==> src/hw/itw_pkg.sv <==
// Package: register map, field layouts, reset values and timing for the interval timer and watchdog
package itw_pkg;

  // Register indices; the byte address is four times the index
  localparam logic [9:0] IDX_INTERVAL_CLOCK_CONTROL = 10'h08B;
  localparam logic [9:0] IDX_INTERVAL_COUNT_VALUE = 10'h08C;
  localparam logic [9:0] IDX_WATCHDOG_MODE_CONTROL = 10'h08D;
  localparam logic [9:0] IDX_WATCHDOG_COMPARE_VALUE = 10'h08E;
  localparam logic [9:0] IDX_WATCHDOG_COUNT_VALUE = 10'h08E;
  localparam logic [9:0] IDX_IRQ_STATUS = 10'h090;
  localparam logic [9:0] IDX_IRQ_MASK = 10'h091;

  // Reset values
  localparam logic [7:0] RST_INTERVAL_CLOCK_CONTROL = 8'h05;
  localparam logic [7:0] RST_INTERVAL_COUNT_VALUE = 8'h00;
  localparam logic [7:0] RST_WATCHDOG_MODE_CONTROL = 8'h00;
  localparam logic [7:0] RST_WATCHDOG_COMPARE_VALUE = 8'hFF;
  localparam logic [7:0] RST_WATCHDOG_COUNT_VALUE = 8'h00;
  localparam logic [1:0] RST_IRQ_STATUS = 2'h0;
  localparam logic [1:0] RST_IRQ_MASK = 2'h0;

  // Bit positions in the interrupt status and mask registers
  localparam int IRQ_BIT_INTERVAL = 0;
  localparam int IRQ_BIT_WATCHDOG = 1;

  // Timing: interval clock period is half the shortest overflow period
  localparam int CLK_PERIOD_NS = 10;
  localparam int INTERVAL_TICK_NS = 256000;
  localparam int INTERVAL_TICK_CYCLES = INTERVAL_TICK_NS / CLK_PERIOD_NS;

  // AXI4-Lite responses
  localparam logic [1:0] RESP_OKAY = 2'h0;
  localparam logic [1:0] RESP_SLVERR = 2'h2;

  // Interval clock control layout
  typedef struct packed {
    logic interval_flag;
    logic [2:0] reserved;
    logic interval_clear;
    logic [2:0] interval_period_select;
  } interval_ctrl_t;

  // Watchdog mode control layout
  typedef struct packed {
    logic watchdog_run_enable;
    logic watchdog_reset_select;
    logic watchdog_counter_clear;
    logic [3:0] reserved;
    logic watchdog_irq_flag;
  } watchdog_mode_t;

  // Decoded register write carried to the register processes
  typedef struct packed {
    logic fire;
    logic [9:0] index;
    logic [7:0] data;
  } reg_write_t;

endpackage : itw_pkg

==> src/hw/interval_timer_watchdog.sv <==
// Interval timer and malfunction_timer watchdog with an AXI4-Lite register slave
`timescale 1ns/1ns
`default_nettype none

// Operation
// - Eight-bit interval counter always runs, unstoppable
// - Interval overflow alone clocks the watchdog counter
// - Clear bit zeroes counter, self-clears next cycle
// - Overflow sets interval flag; software writes zero
// - Period select doubles from 0.512 ms
// - Interval counter times clock stabilisation wait
// - Count register reads live count, ignores writes
// - Watchdog count equal to compare raises request
// - Reset select picks interrupt or CPU reset
// - Watchdog clear bit zeroes counter, self-clears
// - Watchdog interval is overflow period times compare+1
// - Compare writes and count reads share address
// - Run enable starts watchdog, resets to zero
// - Watchdog flag cleared by zero write or acknowledge
module interval_timer_watchdog #(
  parameter int TICK_CYCLES = itw_pkg::INTERVAL_TICK_CYCLES,
  parameter int ADDR_W = 12
) (
  // Clock and reset
  input wire logic core_clk,
  input wire logic srst,
  // AXI4-Lite write address
  input wire logic [ADDR_W-1:0] s_axi_awaddr,
  input wire logic s_axi_awvalid,
  output logic s_axi_awready,
  // AXI4-Lite write data
  input wire logic [31:0] s_axi_wdata,
  input wire logic [3:0] s_axi_wstrb,
  input wire logic s_axi_wvalid,
  output logic s_axi_wready,
  // AXI4-Lite write response
  output logic [1:0] s_axi_bresp,
  output logic s_axi_bvalid,
  input wire logic s_axi_bready,
  // AXI4-Lite read address
  input wire logic [ADDR_W-1:0] s_axi_araddr,
  input wire logic s_axi_arvalid,
  output logic s_axi_arready,
  // AXI4-Lite read data
  output logic [31:0] s_axi_rdata,
  output logic [1:0] s_axi_rresp,
  output logic s_axi_rvalid,
  input wire logic s_axi_rready,
  // CPU core side
  input wire logic int_ack,
  input wire logic stop_exit,
  output logic irq,
  output logic cpu_reset_req,
  output logic clock_stable
);
  import itw_pkg::*;

  logic [ADDR_W-1:0] aw_addr;
  logic aw_held;
  logic [7:0] w_data;
  logic w_lane0;
  logic w_held;
  reg_write_t wr;
  logic wr_mapped;

  logic [15:0] presc;
  logic tick;
  logic [7:0] interval_count;
  logic [8:0] span;
  logic [7:0] period_mask;
  logic overflow;
  logic wrap;

  interval_ctrl_t ictl;
  watchdog_mode_t wmode;
  logic [7:0] compare_value;
  logic [7:0] watchdog_count;
  logic match_event;
  logic [1:0] irq_status;
  logic [1:0] irq_mask;
  logic stab_wait;

  logic [9:0] rd_index;
  logic [7:0] rd_value;
  logic rd_mapped;

  logic wr_ictl;
  logic wr_wmode;
  logic wr_cmp;
  logic wr_stat;
  logic wr_mask;

  // ---------------- AXI4-Lite write channels ----------------
  // A response still waiting for bready blocks both address and data
  assign s_axi_awready = !aw_held && !s_axi_bvalid;
  assign s_axi_wready = !w_held && !s_axi_bvalid;

  always_ff @(posedge core_clk) begin
    if (srst) begin
      aw_held <= 1'b0;
      aw_addr <= '0;
    end else if (s_axi_awvalid && s_axi_awready) begin
      aw_held <= 1'b1;
      aw_addr <= s_axi_awaddr;
    end else if (wr.fire) begin
      aw_held <= 1'b0;
    end
  end

  always_ff @(posedge core_clk) begin
    if (srst) begin
      w_held <= 1'b0;
      w_data <= 8'h00;
      w_lane0 <= 1'b0;
    end else if (s_axi_wvalid && s_axi_wready) begin
      w_held <= 1'b1;
      w_data <= s_axi_wdata[7:0];
      w_lane0 <= s_axi_wstrb[0];
    end else if (wr.fire) begin
      w_held <= 1'b0;
    end
  end

  // Write commits once both halves are held; a cleared low strobe writes nothing
  always_comb begin
    wr.fire = aw_held && w_held && !s_axi_bvalid;
    wr.index = aw_addr[11:2];
    wr.data = w_data;
  end

  always_comb begin
    case (wr.index)
      IDX_INTERVAL_CLOCK_CONTROL,
      IDX_INTERVAL_COUNT_VALUE,
      IDX_WATCHDOG_MODE_CONTROL,
      IDX_WATCHDOG_COMPARE_VALUE,
      IDX_IRQ_STATUS,
      IDX_IRQ_MASK: wr_mapped = 1'b1;
      default: wr_mapped = 1'b0;
    endcase
  end

  assign wr_ictl = wr.fire && w_lane0 && (wr.index == IDX_INTERVAL_CLOCK_CONTROL);
  assign wr_wmode = wr.fire && w_lane0 && (wr.index == IDX_WATCHDOG_MODE_CONTROL);
  assign wr_cmp = wr.fire && w_lane0 && (wr.index == IDX_WATCHDOG_COMPARE_VALUE);
  assign wr_stat = wr.fire && w_lane0 && (wr.index == IDX_IRQ_STATUS);
  assign wr_mask = wr.fire && w_lane0 && (wr.index == IDX_IRQ_MASK);

  always_ff @(posedge core_clk) begin
    if (srst) begin
      s_axi_bvalid <= 1'b0;
      s_axi_bresp <= RESP_OKAY;
    end else if (wr.fire) begin
      s_axi_bvalid <= 1'b1;
      s_axi_bresp <= wr_mapped ? RESP_OKAY : RESP_SLVERR;
    end else if (s_axi_bready) begin
      s_axi_bvalid <= 1'b0;
    end
  end

  // ---------------- AXI4-Lite read channels ----------------
  assign s_axi_arready = !s_axi_rvalid;
  assign rd_index = s_axi_araddr[11:2];

  always_comb begin
    rd_mapped = 1'b1;
    case (rd_index)
      IDX_INTERVAL_CLOCK_CONTROL: rd_value = {ictl.interval_flag, 3'h0, ictl.interval_clear,
                                              ictl.interval_period_select};
      IDX_INTERVAL_COUNT_VALUE: rd_value = interval_count;
      IDX_WATCHDOG_MODE_CONTROL: rd_value = {wmode.watchdog_run_enable, wmode.watchdog_reset_select,
                                             wmode.watchdog_counter_clear, 4'h0, wmode.watchdog_irq_flag};
      IDX_WATCHDOG_COUNT_VALUE: rd_value = watchdog_count;
      IDX_IRQ_STATUS: rd_value = {6'h00, irq_status};
      IDX_IRQ_MASK: rd_value = {6'h00, irq_mask};
      default: begin
        rd_value = 8'h00;
        rd_mapped = 1'b0;
      end
    endcase
  end

  always_ff @(posedge core_clk) begin
    if (srst) begin
      s_axi_rvalid <= 1'b0;
      s_axi_rdata <= 32'h0000_0000;
      s_axi_rresp <= RESP_OKAY;
    end else if (s_axi_arvalid && s_axi_arready) begin
      s_axi_rvalid <= 1'b1;
      s_axi_rdata <= {24'h00_0000, rd_value};
      s_axi_rresp <= rd_mapped ? RESP_OKAY : RESP_SLVERR;
    end else if (s_axi_rready) begin
      s_axi_rvalid <= 1'b0;
    end
  end

  // ---------------- Interval clock prescaler ----------------
  // Divides the core clock down to the interval clock
  always_ff @(posedge core_clk) begin
    if (srst || tick) begin
      presc <= 16'h0000;
    end else begin
      presc <= presc + 16'h0001;
    end
  end

  assign tick = (presc == 16'(TICK_CYCLES - 1));

  // ---------------- Interval counter ----------------
  // No control stops it; only the clear bit and stop exit restart it from zero
  always_ff @(posedge core_clk) begin
    if (srst) begin
      interval_count <= RST_INTERVAL_COUNT_VALUE;
    end else if ((wr_ictl && wr.data[3]) || stop_exit) begin
      interval_count <= 8'h00;
    end else if (tick) begin
      interval_count <= interval_count + 8'h01;
    end
  end

  // Overflow every 2^(select+1) interval ticks
  assign span = 9'h002 << ictl.interval_period_select;
  assign period_mask = 8'(span - 9'h001);
  assign overflow = tick && ((interval_count | ~period_mask) == 8'hFF);
  assign wrap = tick && (interval_count == 8'hFF);

  // ---------------- Interval clock control ----------------
  always_ff @(posedge core_clk) begin
    if (srst) begin
      ictl <= interval_ctrl_t'(RST_INTERVAL_CLOCK_CONTROL);
    end else begin
      ictl.reserved <= 3'h0;
      ictl.interval_clear <= wr_ictl && wr.data[3];
      if (wr_ictl) begin
        ictl.interval_period_select <= wr.data[2:0];
      end
      if (overflow) begin
        ictl.interval_flag <= 1'b1;
      end else if (wr_ictl && !wr.data[7]) begin
        ictl.interval_flag <= 1'b0;
      end
    end
  end

  // ---------------- Clock stabilisation wait ----------------
  // Held from reset or stop exit until the interval counter wraps once
  always_ff @(posedge core_clk) begin
    if (srst || stop_exit) begin
      stab_wait <= 1'b1;
    end else if (wrap) begin
      stab_wait <= 1'b0;
    end
  end

  assign clock_stable = !stab_wait;

  // ---------------- Watchdog compare value ----------------
  always_ff @(posedge core_clk) begin
    if (srst) begin
      compare_value <= RST_WATCHDOG_COMPARE_VALUE;
    end else if (wr_cmp) begin
      compare_value <= wr.data;
    end
  end

  // ---------------- Watchdog counter ----------------
  // Advances only on an interval overflow, never on the core clock alone
  assign match_event = overflow && wmode.watchdog_run_enable &&
                       (watchdog_count == compare_value);

  always_ff @(posedge core_clk) begin
    if (srst) begin
      watchdog_count <= RST_WATCHDOG_COUNT_VALUE;
    end else if (wr_wmode && wr.data[5]) begin
      watchdog_count <= 8'h00;
    end else if (match_event) begin
      watchdog_count <= 8'h00;
    end else if (overflow && wmode.watchdog_run_enable) begin
      watchdog_count <= watchdog_count + 8'h01;
    end
  end

  // ---------------- Watchdog mode control ----------------
  always_ff @(posedge core_clk) begin
    if (srst) begin
      wmode <= watchdog_mode_t'(RST_WATCHDOG_MODE_CONTROL);
    end else begin
      wmode.reserved <= 4'h0;
      wmode.watchdog_counter_clear <= wr_wmode && wr.data[5];
      if (wr_wmode) begin
        wmode.watchdog_run_enable <= wr.data[7];
        wmode.watchdog_reset_select <= wr.data[6];
      end
      if (match_event && !wmode.watchdog_reset_select) begin
        wmode.watchdog_irq_flag <= 1'b1;
      end else if (int_ack || (wr_wmode && !wr.data[0])) begin
        wmode.watchdog_irq_flag <= 1'b0;
      end
    end
  end

  // One-cycle CPU reset request on a match in reset mode
  always_ff @(posedge core_clk) begin
    if (srst) begin
      cpu_reset_req <= 1'b0;
    end else begin
      cpu_reset_req <= match_event && wmode.watchdog_reset_select;
    end
  end

  // ---------------- Interrupt status and mask ----------------
  // An event in the same cycle as a clearing write wins
  always_ff @(posedge core_clk) begin
    if (srst) begin
      irq_status <= RST_IRQ_STATUS;
    end else begin
      if (overflow) begin
        irq_status[IRQ_BIT_INTERVAL] <= 1'b1;
      end else if (wr_stat && wr.data[IRQ_BIT_INTERVAL]) begin
        irq_status[IRQ_BIT_INTERVAL] <= 1'b0;
      end
      if (match_event && !wmode.watchdog_reset_select) begin
        irq_status[IRQ_BIT_WATCHDOG] <= 1'b1;
      end else if (wr_stat && wr.data[IRQ_BIT_WATCHDOG]) begin
        irq_status[IRQ_BIT_WATCHDOG] <= 1'b0;
      end
    end
  end

  always_ff @(posedge core_clk) begin
    if (srst) begin
      irq_mask <= RST_IRQ_MASK;
    end else if (wr_mask) begin
      irq_mask <= wr.data[1:0];
    end
  end

  assign irq = |(irq_status & irq_mask);

endmodule : interval_timer_watchdog

`default_nettype wire

==> config.mk <==
export PLATFORM = sky130hd
export DESIGN_NAME = interval_timer_watchdog
export DESIGN_NICKNAME = d
export VERILOG_FILES = /design/src/hw/itw_pkg.sv /design/src/hw/interval_timer_watchdog.sv
export SDC_FILE = /design/constraint.sdc
export NUM_CORES = 1
export LEC_CHECK = 0
export BUFFER_PORTS_ARGS = -buffer_cell sky130_fd_sc_hd__buf_4
export CORE_ASPECT_RATIO = 0.8
export CORE_MARGIN = 1
export CORE_UTILIZATION = 40
export DETAILED_ROUTE_END_ITERATION = 8
export PLACE_DENSITY_LB_ADDON = 0.05
export SYNTH_ARGS = -nofsm -noshare
export SYNTH_HDL_FRONTEND = slang
export SYNTH_SLANG_ARGS = --single-unit
==> constraint.sdc <==
create_clock -name core_clk -period 2.65 [get_ports core_clk]
set_input_delay 0.265 -clock core_clk [delete_from_list [all_inputs] [get_ports core_clk]]
set_output_delay 0.265 -clock core_clk [all_outputs]
set_load 0.05 [all_outputs]
==> results by group, run 1 <==
Critical path
  • Crit. End Element: flop
  • R2r setup slk: 0.1 ns
  • Startpoint Class: flop
  • CP Data Required Time: 2.92 ns
  • R2r startpoint: ictl[2]
  • Length in cells of the worst reg-to-reg path: 10
  • R2R Path End: watchdog_count[5]
  • Maximum fanout along the worst path: 6
  • WP data arrival: 2.82 ns
  • CP Class: flop to flop

Final layout
  • Share of cells above drive strength 1: 0.164
  • Area delta synth->final: 20.1%
  • Fill cell total of the finished layout: 1,042
  • Area taken by multi-input logic gates: 0.00232 mm2
  • Layout Cells excl Fill: 725
  • # diodes: 0
  • Nets: 653
  • Register area: 0.00176 mm2
  • Fin area: 0.00516 mm2

Yosys
  • Seq cells post-synth: 88
  • Mapped cell area: 0.00430 mm2
  • Ys Warns: 0
  • Most frequent cell after synthesis: dfxtp_1
  • Synth top cells by count: 88 x dfxtp_1, 68 x nand2_1, 61 x nor2_1, 38 x a21oi_1, 26 x buf_4
  • Top FF cell, synth: dfxtp_1
  • Post-synth top area share: 0.410
  • Post-synth EDFFs: 0
  • Mapped Cells: 524
  • Area contributors post-synth: dfxtp_1 41%, nand2_1 5.9%, nor2_1 5.3%
  • Seq/Total Area, Yosys: 0.410
  • Syn avg cell area: 8.20 um2
  • Asr flop ratio synth: 0
  • Count of different cell masters after synthesis: 54
  • Cell taking the most area after synthesis: dfxtp_1

Flow run
  • Max Cap Viol: 0

Power
  • Sequential share of power: 0.448
  • Comb pwr share: 0.097
  • Net Sw Power: 749 uW
  • Clock power frac: 0.455
  • Internal power: 2.35 mW
  • Power per cell area: 600 mW/mm2
  • Maximum VDD drop: 384 uV
  • Net Sw Frac: 0.242
  • Total leakage power: 1.93 nW

Floorplan
  • FP Rows: 33
  • Core box area: 0.0104 mm2
  • Die ar.: 0.0112 mm2
  • Initial Utilization: 0.415
  • Die Width: 118 um
  • Ports: 113
  • Die height: 94.7 um

Placed design
  • DP HPWL: 7110 um
  • Routability congestion estimate from global placement: 0.786
  • Placement-stage cell area: 0.00476 mm2
  • IO Port Bufs: 55
  • Placed insts: 705

CTS
  • CTS Buf Count: 9
  • CTS root buf: clkbuf_16
  • Clock Latency Late Sink: 0.34 ns
  • Htree depth: 3
  • Reg clk slew, reported paths: 0.06 ns
  • CTS Sinks: 88
  • CTS tree: done
  • Clock tree buffer depth: 2
  • # hold bufs at CTS: 0

Drt
  • Highest metal used: met4
  • Wire per inst: 13.7 um
  • Metal-1 WL: 5320 um
  • Drt initial violations: 218
  • TritonRoute pass-1 iters: 4
  • Vias per std cell: 5.01
  • Metal2 WL: 4070 um
  • Routed Antenna Nets: 0
  • DRC violations left: 0
  • WL final: 9950 um
  • Via count: 3,630
  • Met3 WL: 425 um

Outcome
  • Outcome: completed

STA
  • Minimum clock period after layout: 2.55 ns
  • Fmax: 392 MHz
  • Max_slew headroom: 0.560
  • Setup violations, final: 0
  • Worst slew pin tran: 0.660 ns
  • Clock Skew: 0.00741 ns
  • Count of final hold-check violations: 0
  • Final Cycle Share: 0.963
  • Final slew viol count: 0

Min path
  • Hold Crit Endpoint: s_axi_rvalid
  • Worst Hold Class: input port to flop
  • Hold path depth: 2
  • Hold_sp: s_axi_rready

Global routing
  • Vias in the first global route: 3,301
  • Initial antenna violation count: 0
  • Largest net degree at the start of global routing: 63
  • Remaining Overflow, GRT: 0
  • Global-route wire length before repair: 16,500 um
  • Tot GR Track Use: 0.189
[power groups by stage]
stage | Sequential (mW) | Clock, mW | Combinational [mW]
floorplan | 1.42 | 0 | 0.236
finish | 1.39 | 1.41 | 0.301
CTS | 1.39 | 1.45 | 0.302
detailed placement | 1.42 | 0 | 0.302
global placement | 1.41 | 0 | 0.299
global route | 1.39 | 1.50 | 0.330
[state kept, by name (all words and copies together), names as in the netlist, 2 cells and up]
name and cells:
wmode 4, aw_addr 10, interval_count 8, presc 16, irq_mask 2, irq_status 2
compare_value 8, ictl 5, w_data 8, s_axi_rdata 8, watchdog_count 8
[layout make-up]
class,instances,area share
timing repair buffer,68,0.0992
multi-input combinational,398,0.449
clock buffer,14,0.0531
sequential,88,0.342
tap,140,0.0339
inverter,15,0.0109
clock inverter,2,0.0116
[stage by stage]
step | util | setup TNS [ns] | hold slack [ns] | total power [mW] | worst slack [ns]
after floorplan | - | 0 | 0.361 | 1.66 | 0.0338
after global placement | 0.459 | 0 | 0.431 | 1.71 | 0.0873
after detailed placement | 0.459 | -0.0669 | 0.440 | 1.72 | -0.0193
after CTS | 0.491 | 0 | 0.0822 | 3.13 | 0.0831
after global routing | 0.498 | -0.0295 | 0.0880 | 3.22 | -0.0188
final | 0.498 | 0 | 0.100 | 3.10 | 0.0981
[placed cells by master, fill, tap and decap left out, types with 3 or more instances in the layout]
cell type  synthesis  final
conb_1             1     26
nand2_1           68     67
ha_1               4      3
nor2b_1           14     14
dfxtp_1           88     86
or3_1              7      7
nand3_1           16     16
mux2i_1           15     15
a22oi_1            6      6
nor3_1             9      9
clkbuf_8           0      3
clkbuf_16          0      9
inv_1             15     15
nor4b_1            6      6
o21ai_0           20     19
nand2b_1           3      3
nor2_1            61     60
nor4_1             4      4
and3_1             9      9
or4_1              4      4
nand4_1           11     11
nor3b_1            3      3
a21oi_1           38     38
xnor2_1           11     11
a211o_1           10     10
xor2_1            19     19
buf_4             26     66
[metal layers]
layer	vias to the layer above	global-route usage
li1	1877	-
met1	1676	0.268
met2	67	0.273
met3	10	0.0471
met4	0	0.0737
met5	-	0
[worst max path at each step]
| stage | endpoint | cells past startpoint | slack [ns] | from |
|---|---|---|---|---|
| final | watchdog_count[5] | 10 | 0.1 | ictl[2] |
| after global routing | watchdog_count[5] | 10 | -0.02 | ictl[2] |
| after CTS | watchdog_count[2] | 9 | 0.08 | ictl[1] |
| after detailed placement | watchdog_count[2] | 9 | -0.02 | ictl[1] |
| after global placement | watchdog_count[2] | 9 | 0.09 | ictl[1] |
| after floorplan | irq_status[1] | 11 | 0.03 | ictl[2] |
[critical path: stages (launching register included)]
cell	delay, ns
dfxtp_2	0.33
nor2_4	0.12
nand2_1	0.10
ha_4	0.19
and4b_1	0.17
a22oi_1	0.21
o2111ai_2	0.17
or4_4	0.57
buf_6	0.15
or3_1	0.34
a21oi_1	0.13
[logic make-up (layout without fill, tap and decap cells)]
group	count (synthesis)	in the layout	synth area share
xor gates and xnor gates	30	30	0.0612
buffers and inverters	63	99	0.0804
adders and majority gates	4	4	0.0116
AOI/OAI and AO/OA	92	92	0.133
DFF	88	88	0.410
and+or+nand+nor	229	229	0.263
muxes	17	17	0.0402
other	1	26	0.000873
[repair_timing]
| item | 4_1_cts | 5_1_grt |
|---|---|---|
| pin swaps | 1 | 5 |
| setup endpoints to repair | 8 | 10 |
| gates resized for setup | 0 | 13 |
| setup buffers | 0 | 4 |
(Power assumes the default switching activity.)
==> run 2: changes to the inputs <==
--- a/config.mk
+++ b/config.mk
@@ -5,6 +5,7 @@
 export SDC_FILE = /design/constraint.sdc
 export NUM_CORES = 1
 export LEC_CHECK = 0
+export ABC_AREA = 1
 export BUFFER_PORTS_ARGS = -buffer_cell sky130_fd_sc_hd__buf_4
 export CORE_ASPECT_RATIO = 0.8
 export CORE_MARGIN = 1
==> results by group, run 2 <==
Global routing
  • Vias in the first global route: 3,804
  • Initial antenna violation count: 0
  • Tot GR Track Use: 0.194
  • Largest net degree at the start of global routing: 25
  • Global-route wire length before repair: 18,200 um
  • Remaining Overflow, GRT: 0

STA
  • Final Cycle Share: 0.845
  • Worst slew pin tran: 0.695 ns
  • Max_slew headroom: 0.536
  • Fin Setup TNS: 0 ns
  • Clock Skew: 0.00710 ns
  • RSZ-0062 raised after global routing: false
  • Setup violations, final: 0
  • Final Worst Setup Slack: 0.412 ns
  • Minimum clock period after layout: 2.24 ns
  • WHS: 0.135 ns
  • Fmax: 447 MHz
  • Final slew viol count: 0
  • Count of final hold-check violations: 0

Placed design
  • Routability congestion estimate from global placement: 0.927
  • DP HPWL: 7920 um
  • Pre-CTS WS: 0.444 ns
  • IO Port Bufs: 55
  • Placement-stage cell area: 0.00496 mm2

Outcome
  • Outcome: completed

Final layout
  • Area delta synth->final: 15.5%
  • Share of cells above drive strength 1: 0.125
  • Most common cell after layout, fill and taps aside: nand2_1
  • # diodes: 0
  • Area taken by multi-input logic gates: 0.00225 mm2
  • Top flop regs: presc: 16 flops, aw_addr: 10 flops
  • Max reg flops: 16
  • Nets: 775
  • Fill cell total of the finished layout: 1,126
  • Largest register by flop count: presc
  • Fin area: 0.00523 mm2
  • Most frequent cells in the layout: 113 x nand2_1, 88 x inv_1, 88 x dfxtp_1
  • Layout Utilization: 0.478
  • Register area: 0.00176 mm2

Yosys
  • Ys Warns: 0
  • Asr flop ratio synth: 0
  • Syn avg cell area: 6.96 um2
  • Post-synth top area share: 0.389
  • Seq/Total Area, Yosys: 0.389
  • Top FF cell, synth: dfxtp_1
  • Post-synth EDFFs: 0
  • Seq cells post-synth: 88
  • Synth top cells by count: 113 x nand2_1, 88 x dfxtp_1, 88 x inv_1, 72 x nor2_1, 61 x a21oi_1
  • Count of different cell masters after synthesis: 36
  • Mapped Cells: 651
  • Cell taking the most area after synthesis: dfxtp_1
  • Most frequent cell after synthesis: nand2_1
  • Area contributors post-synth: dfxtp_1 39%, nand2_1 9.4%, inv_1 7.3%
  • Mapped cell area: 0.00453 mm2

Critical path
  • Startpoint Class: flop
  • Crit. End Element: flop
  • Maximum fanout along the worst path: 12
  • R2r startpoint: ictl[2]
  • WP data arrival: 2.47 ns
  • R2r setup slk: 0.41 ns
  • CP Data Required Time: 2.88 ns
  • R2R Path End: watchdog_count[0]
  • CP Class: flop to flop
  • Length in cells of the worst reg-to-reg path: 12

CTS
  • Htree depth: 3
  • CTS tree: done
  • CTS Buf Count: 9
  • Post-CTS setup buffers: 0
  • CTS root buf: clkbuf_16
  • # hold bufs at CTS: 0
  • CTS Sinks: 88
  • Clock Latency Late Sink: 0.34 ns
  • Post-CTS sizing: 0
  • Reg clk slew, reported paths: 0.06 ns
  • Clock tree buffer depth: 2

Floorplan
  • Die height: 97.2 um
  • Initial Utilization: 0.414
  • Core box area: 0.0109 mm2
  • Die ar.: 0.0118 mm2
  • Ports: 113
  • Die Width: 121 um
  • FP Rows: 34

Drt
  • Routed Antenna Nets: 0
  • WL final: 10,700 um
  • Via count: 4,204
  • DRC violations left: 0
  • Wire per inst: 12.6 um
  • TritonRoute pass-1 iters: 5
  • Vias per std cell: 4.95
  • Drt initial violations: 247

Power
  • Total leakage power: 2.18 nW
  • Comb pwr share: 0.116
  • Sequential share of power: 0.479
  • Clock power frac: 0.405
  • Power per cell area: 554 mW/mm2
  • Net Sw Frac: 0.275
  • Internal power: 2.10 mW
  • Net Sw Power: 796 uW
  • Maximum VDD drop: 273 uV

Min path
  • Hold Crit Endpoint: stab_wait
  • Hold path depth: 3
  • Hold_sp: stop_exit
  • Worst Hold Class: input port to flop

Flow run
  • Max Cap Viol: 0
run 2: power groups by stage:
| stage | registers (mW) | logic (mW) | clock network [mW] |
|---|---|---|---|
| detailed placement | 1.42 | 0.336 | 0 |
| global placement | 1.42 | 0.333 | 0 |
| global route | 1.39 | 0.372 | 1.26 |
| floorplan | 1.43 | 0.253 | 0 |
| finish | 1.39 | 0.336 | 1.18 |
| CTS | 1.39 | 0.337 | 1.21 |
run 2: worst max-delay path: stages (launching register included):
cell and delay (ns):
dfxtp_1 0.54, inv_1 0.15, nand2_1 0.15, ha_1 0.24, nand4_1 0.12, nand3_1 0.14
nand3_2 0.12, nor2_4 0.27, nand2_1 0.16, clkinv_1 0.09, nand2_1 0.05, nand2_1 0.06
nor2_1 0.03
run 2: worst max path at each step:
stage / startpoint / to / slack (ns)
finish: ictl[2] / watchdog_count[0] / 0.41
global route: ictl[2] / watchdog_count[0] / 0.16
CTS: ictl[2] / watchdog_count[0] / 0.43
detailed placement: ictl[2] / watchdog_count[0] / 0.44
global placement: ictl[2] / watchdog_count[0] / 0.49
floorplan: s_axi_bvalid / aw_addr[10] / 0.52
run 2: area by class of cell:
type | count | area share
clock buffers | 10 | 0.0457
clock inverters | 5 | 0.00646
inverters | 89 | 0.0639
multi-input cells | 457 | 0.431
flip-flops and latches | 88 | 0.337
well taps | 144 | 0.0344
repair buffers | 57 | 0.0818
run 2: kinds of logic (layout without fill, tap and decap cells):
logic type	after synthesis	after routing	synth area share
xor gates and xnor gates	13	13	0.0251
adders and majority gates	4	4	0.0111
other	1	26	0.000828
AOI/OAI and AO/OA	128	128	0.152
DFF	88	88	0.389
and+or+nand+nor	286	286	0.288
buffers and inverters	131	161	0.134
run 2: routing by layer:
layer / global-route usage / up-vias / part of all wire
li1: - / 2177 / -
met1: 0.268 / 1874 / 0.51
met2: 0.287 / 127 / 0.41
met3: 0.0505 / 26 / 0.052
met4: 0.0779 / 0 / 0.023
met5: 0 / - / 0
run 2: per-stage QoR:
| step | cells | power [mW] |
|---|---|---|
| 2_1_floorplan | 676 | 1.68 |
| 3_3_place_gp | 835 | 1.75 |
| 3_5_place_dp | 835 | 1.75 |
| 4_1_cts | 850 | 2.94 |
| 5_1_grt | 850 | 3.03 |
| 6_report | 850 | 2.90 |
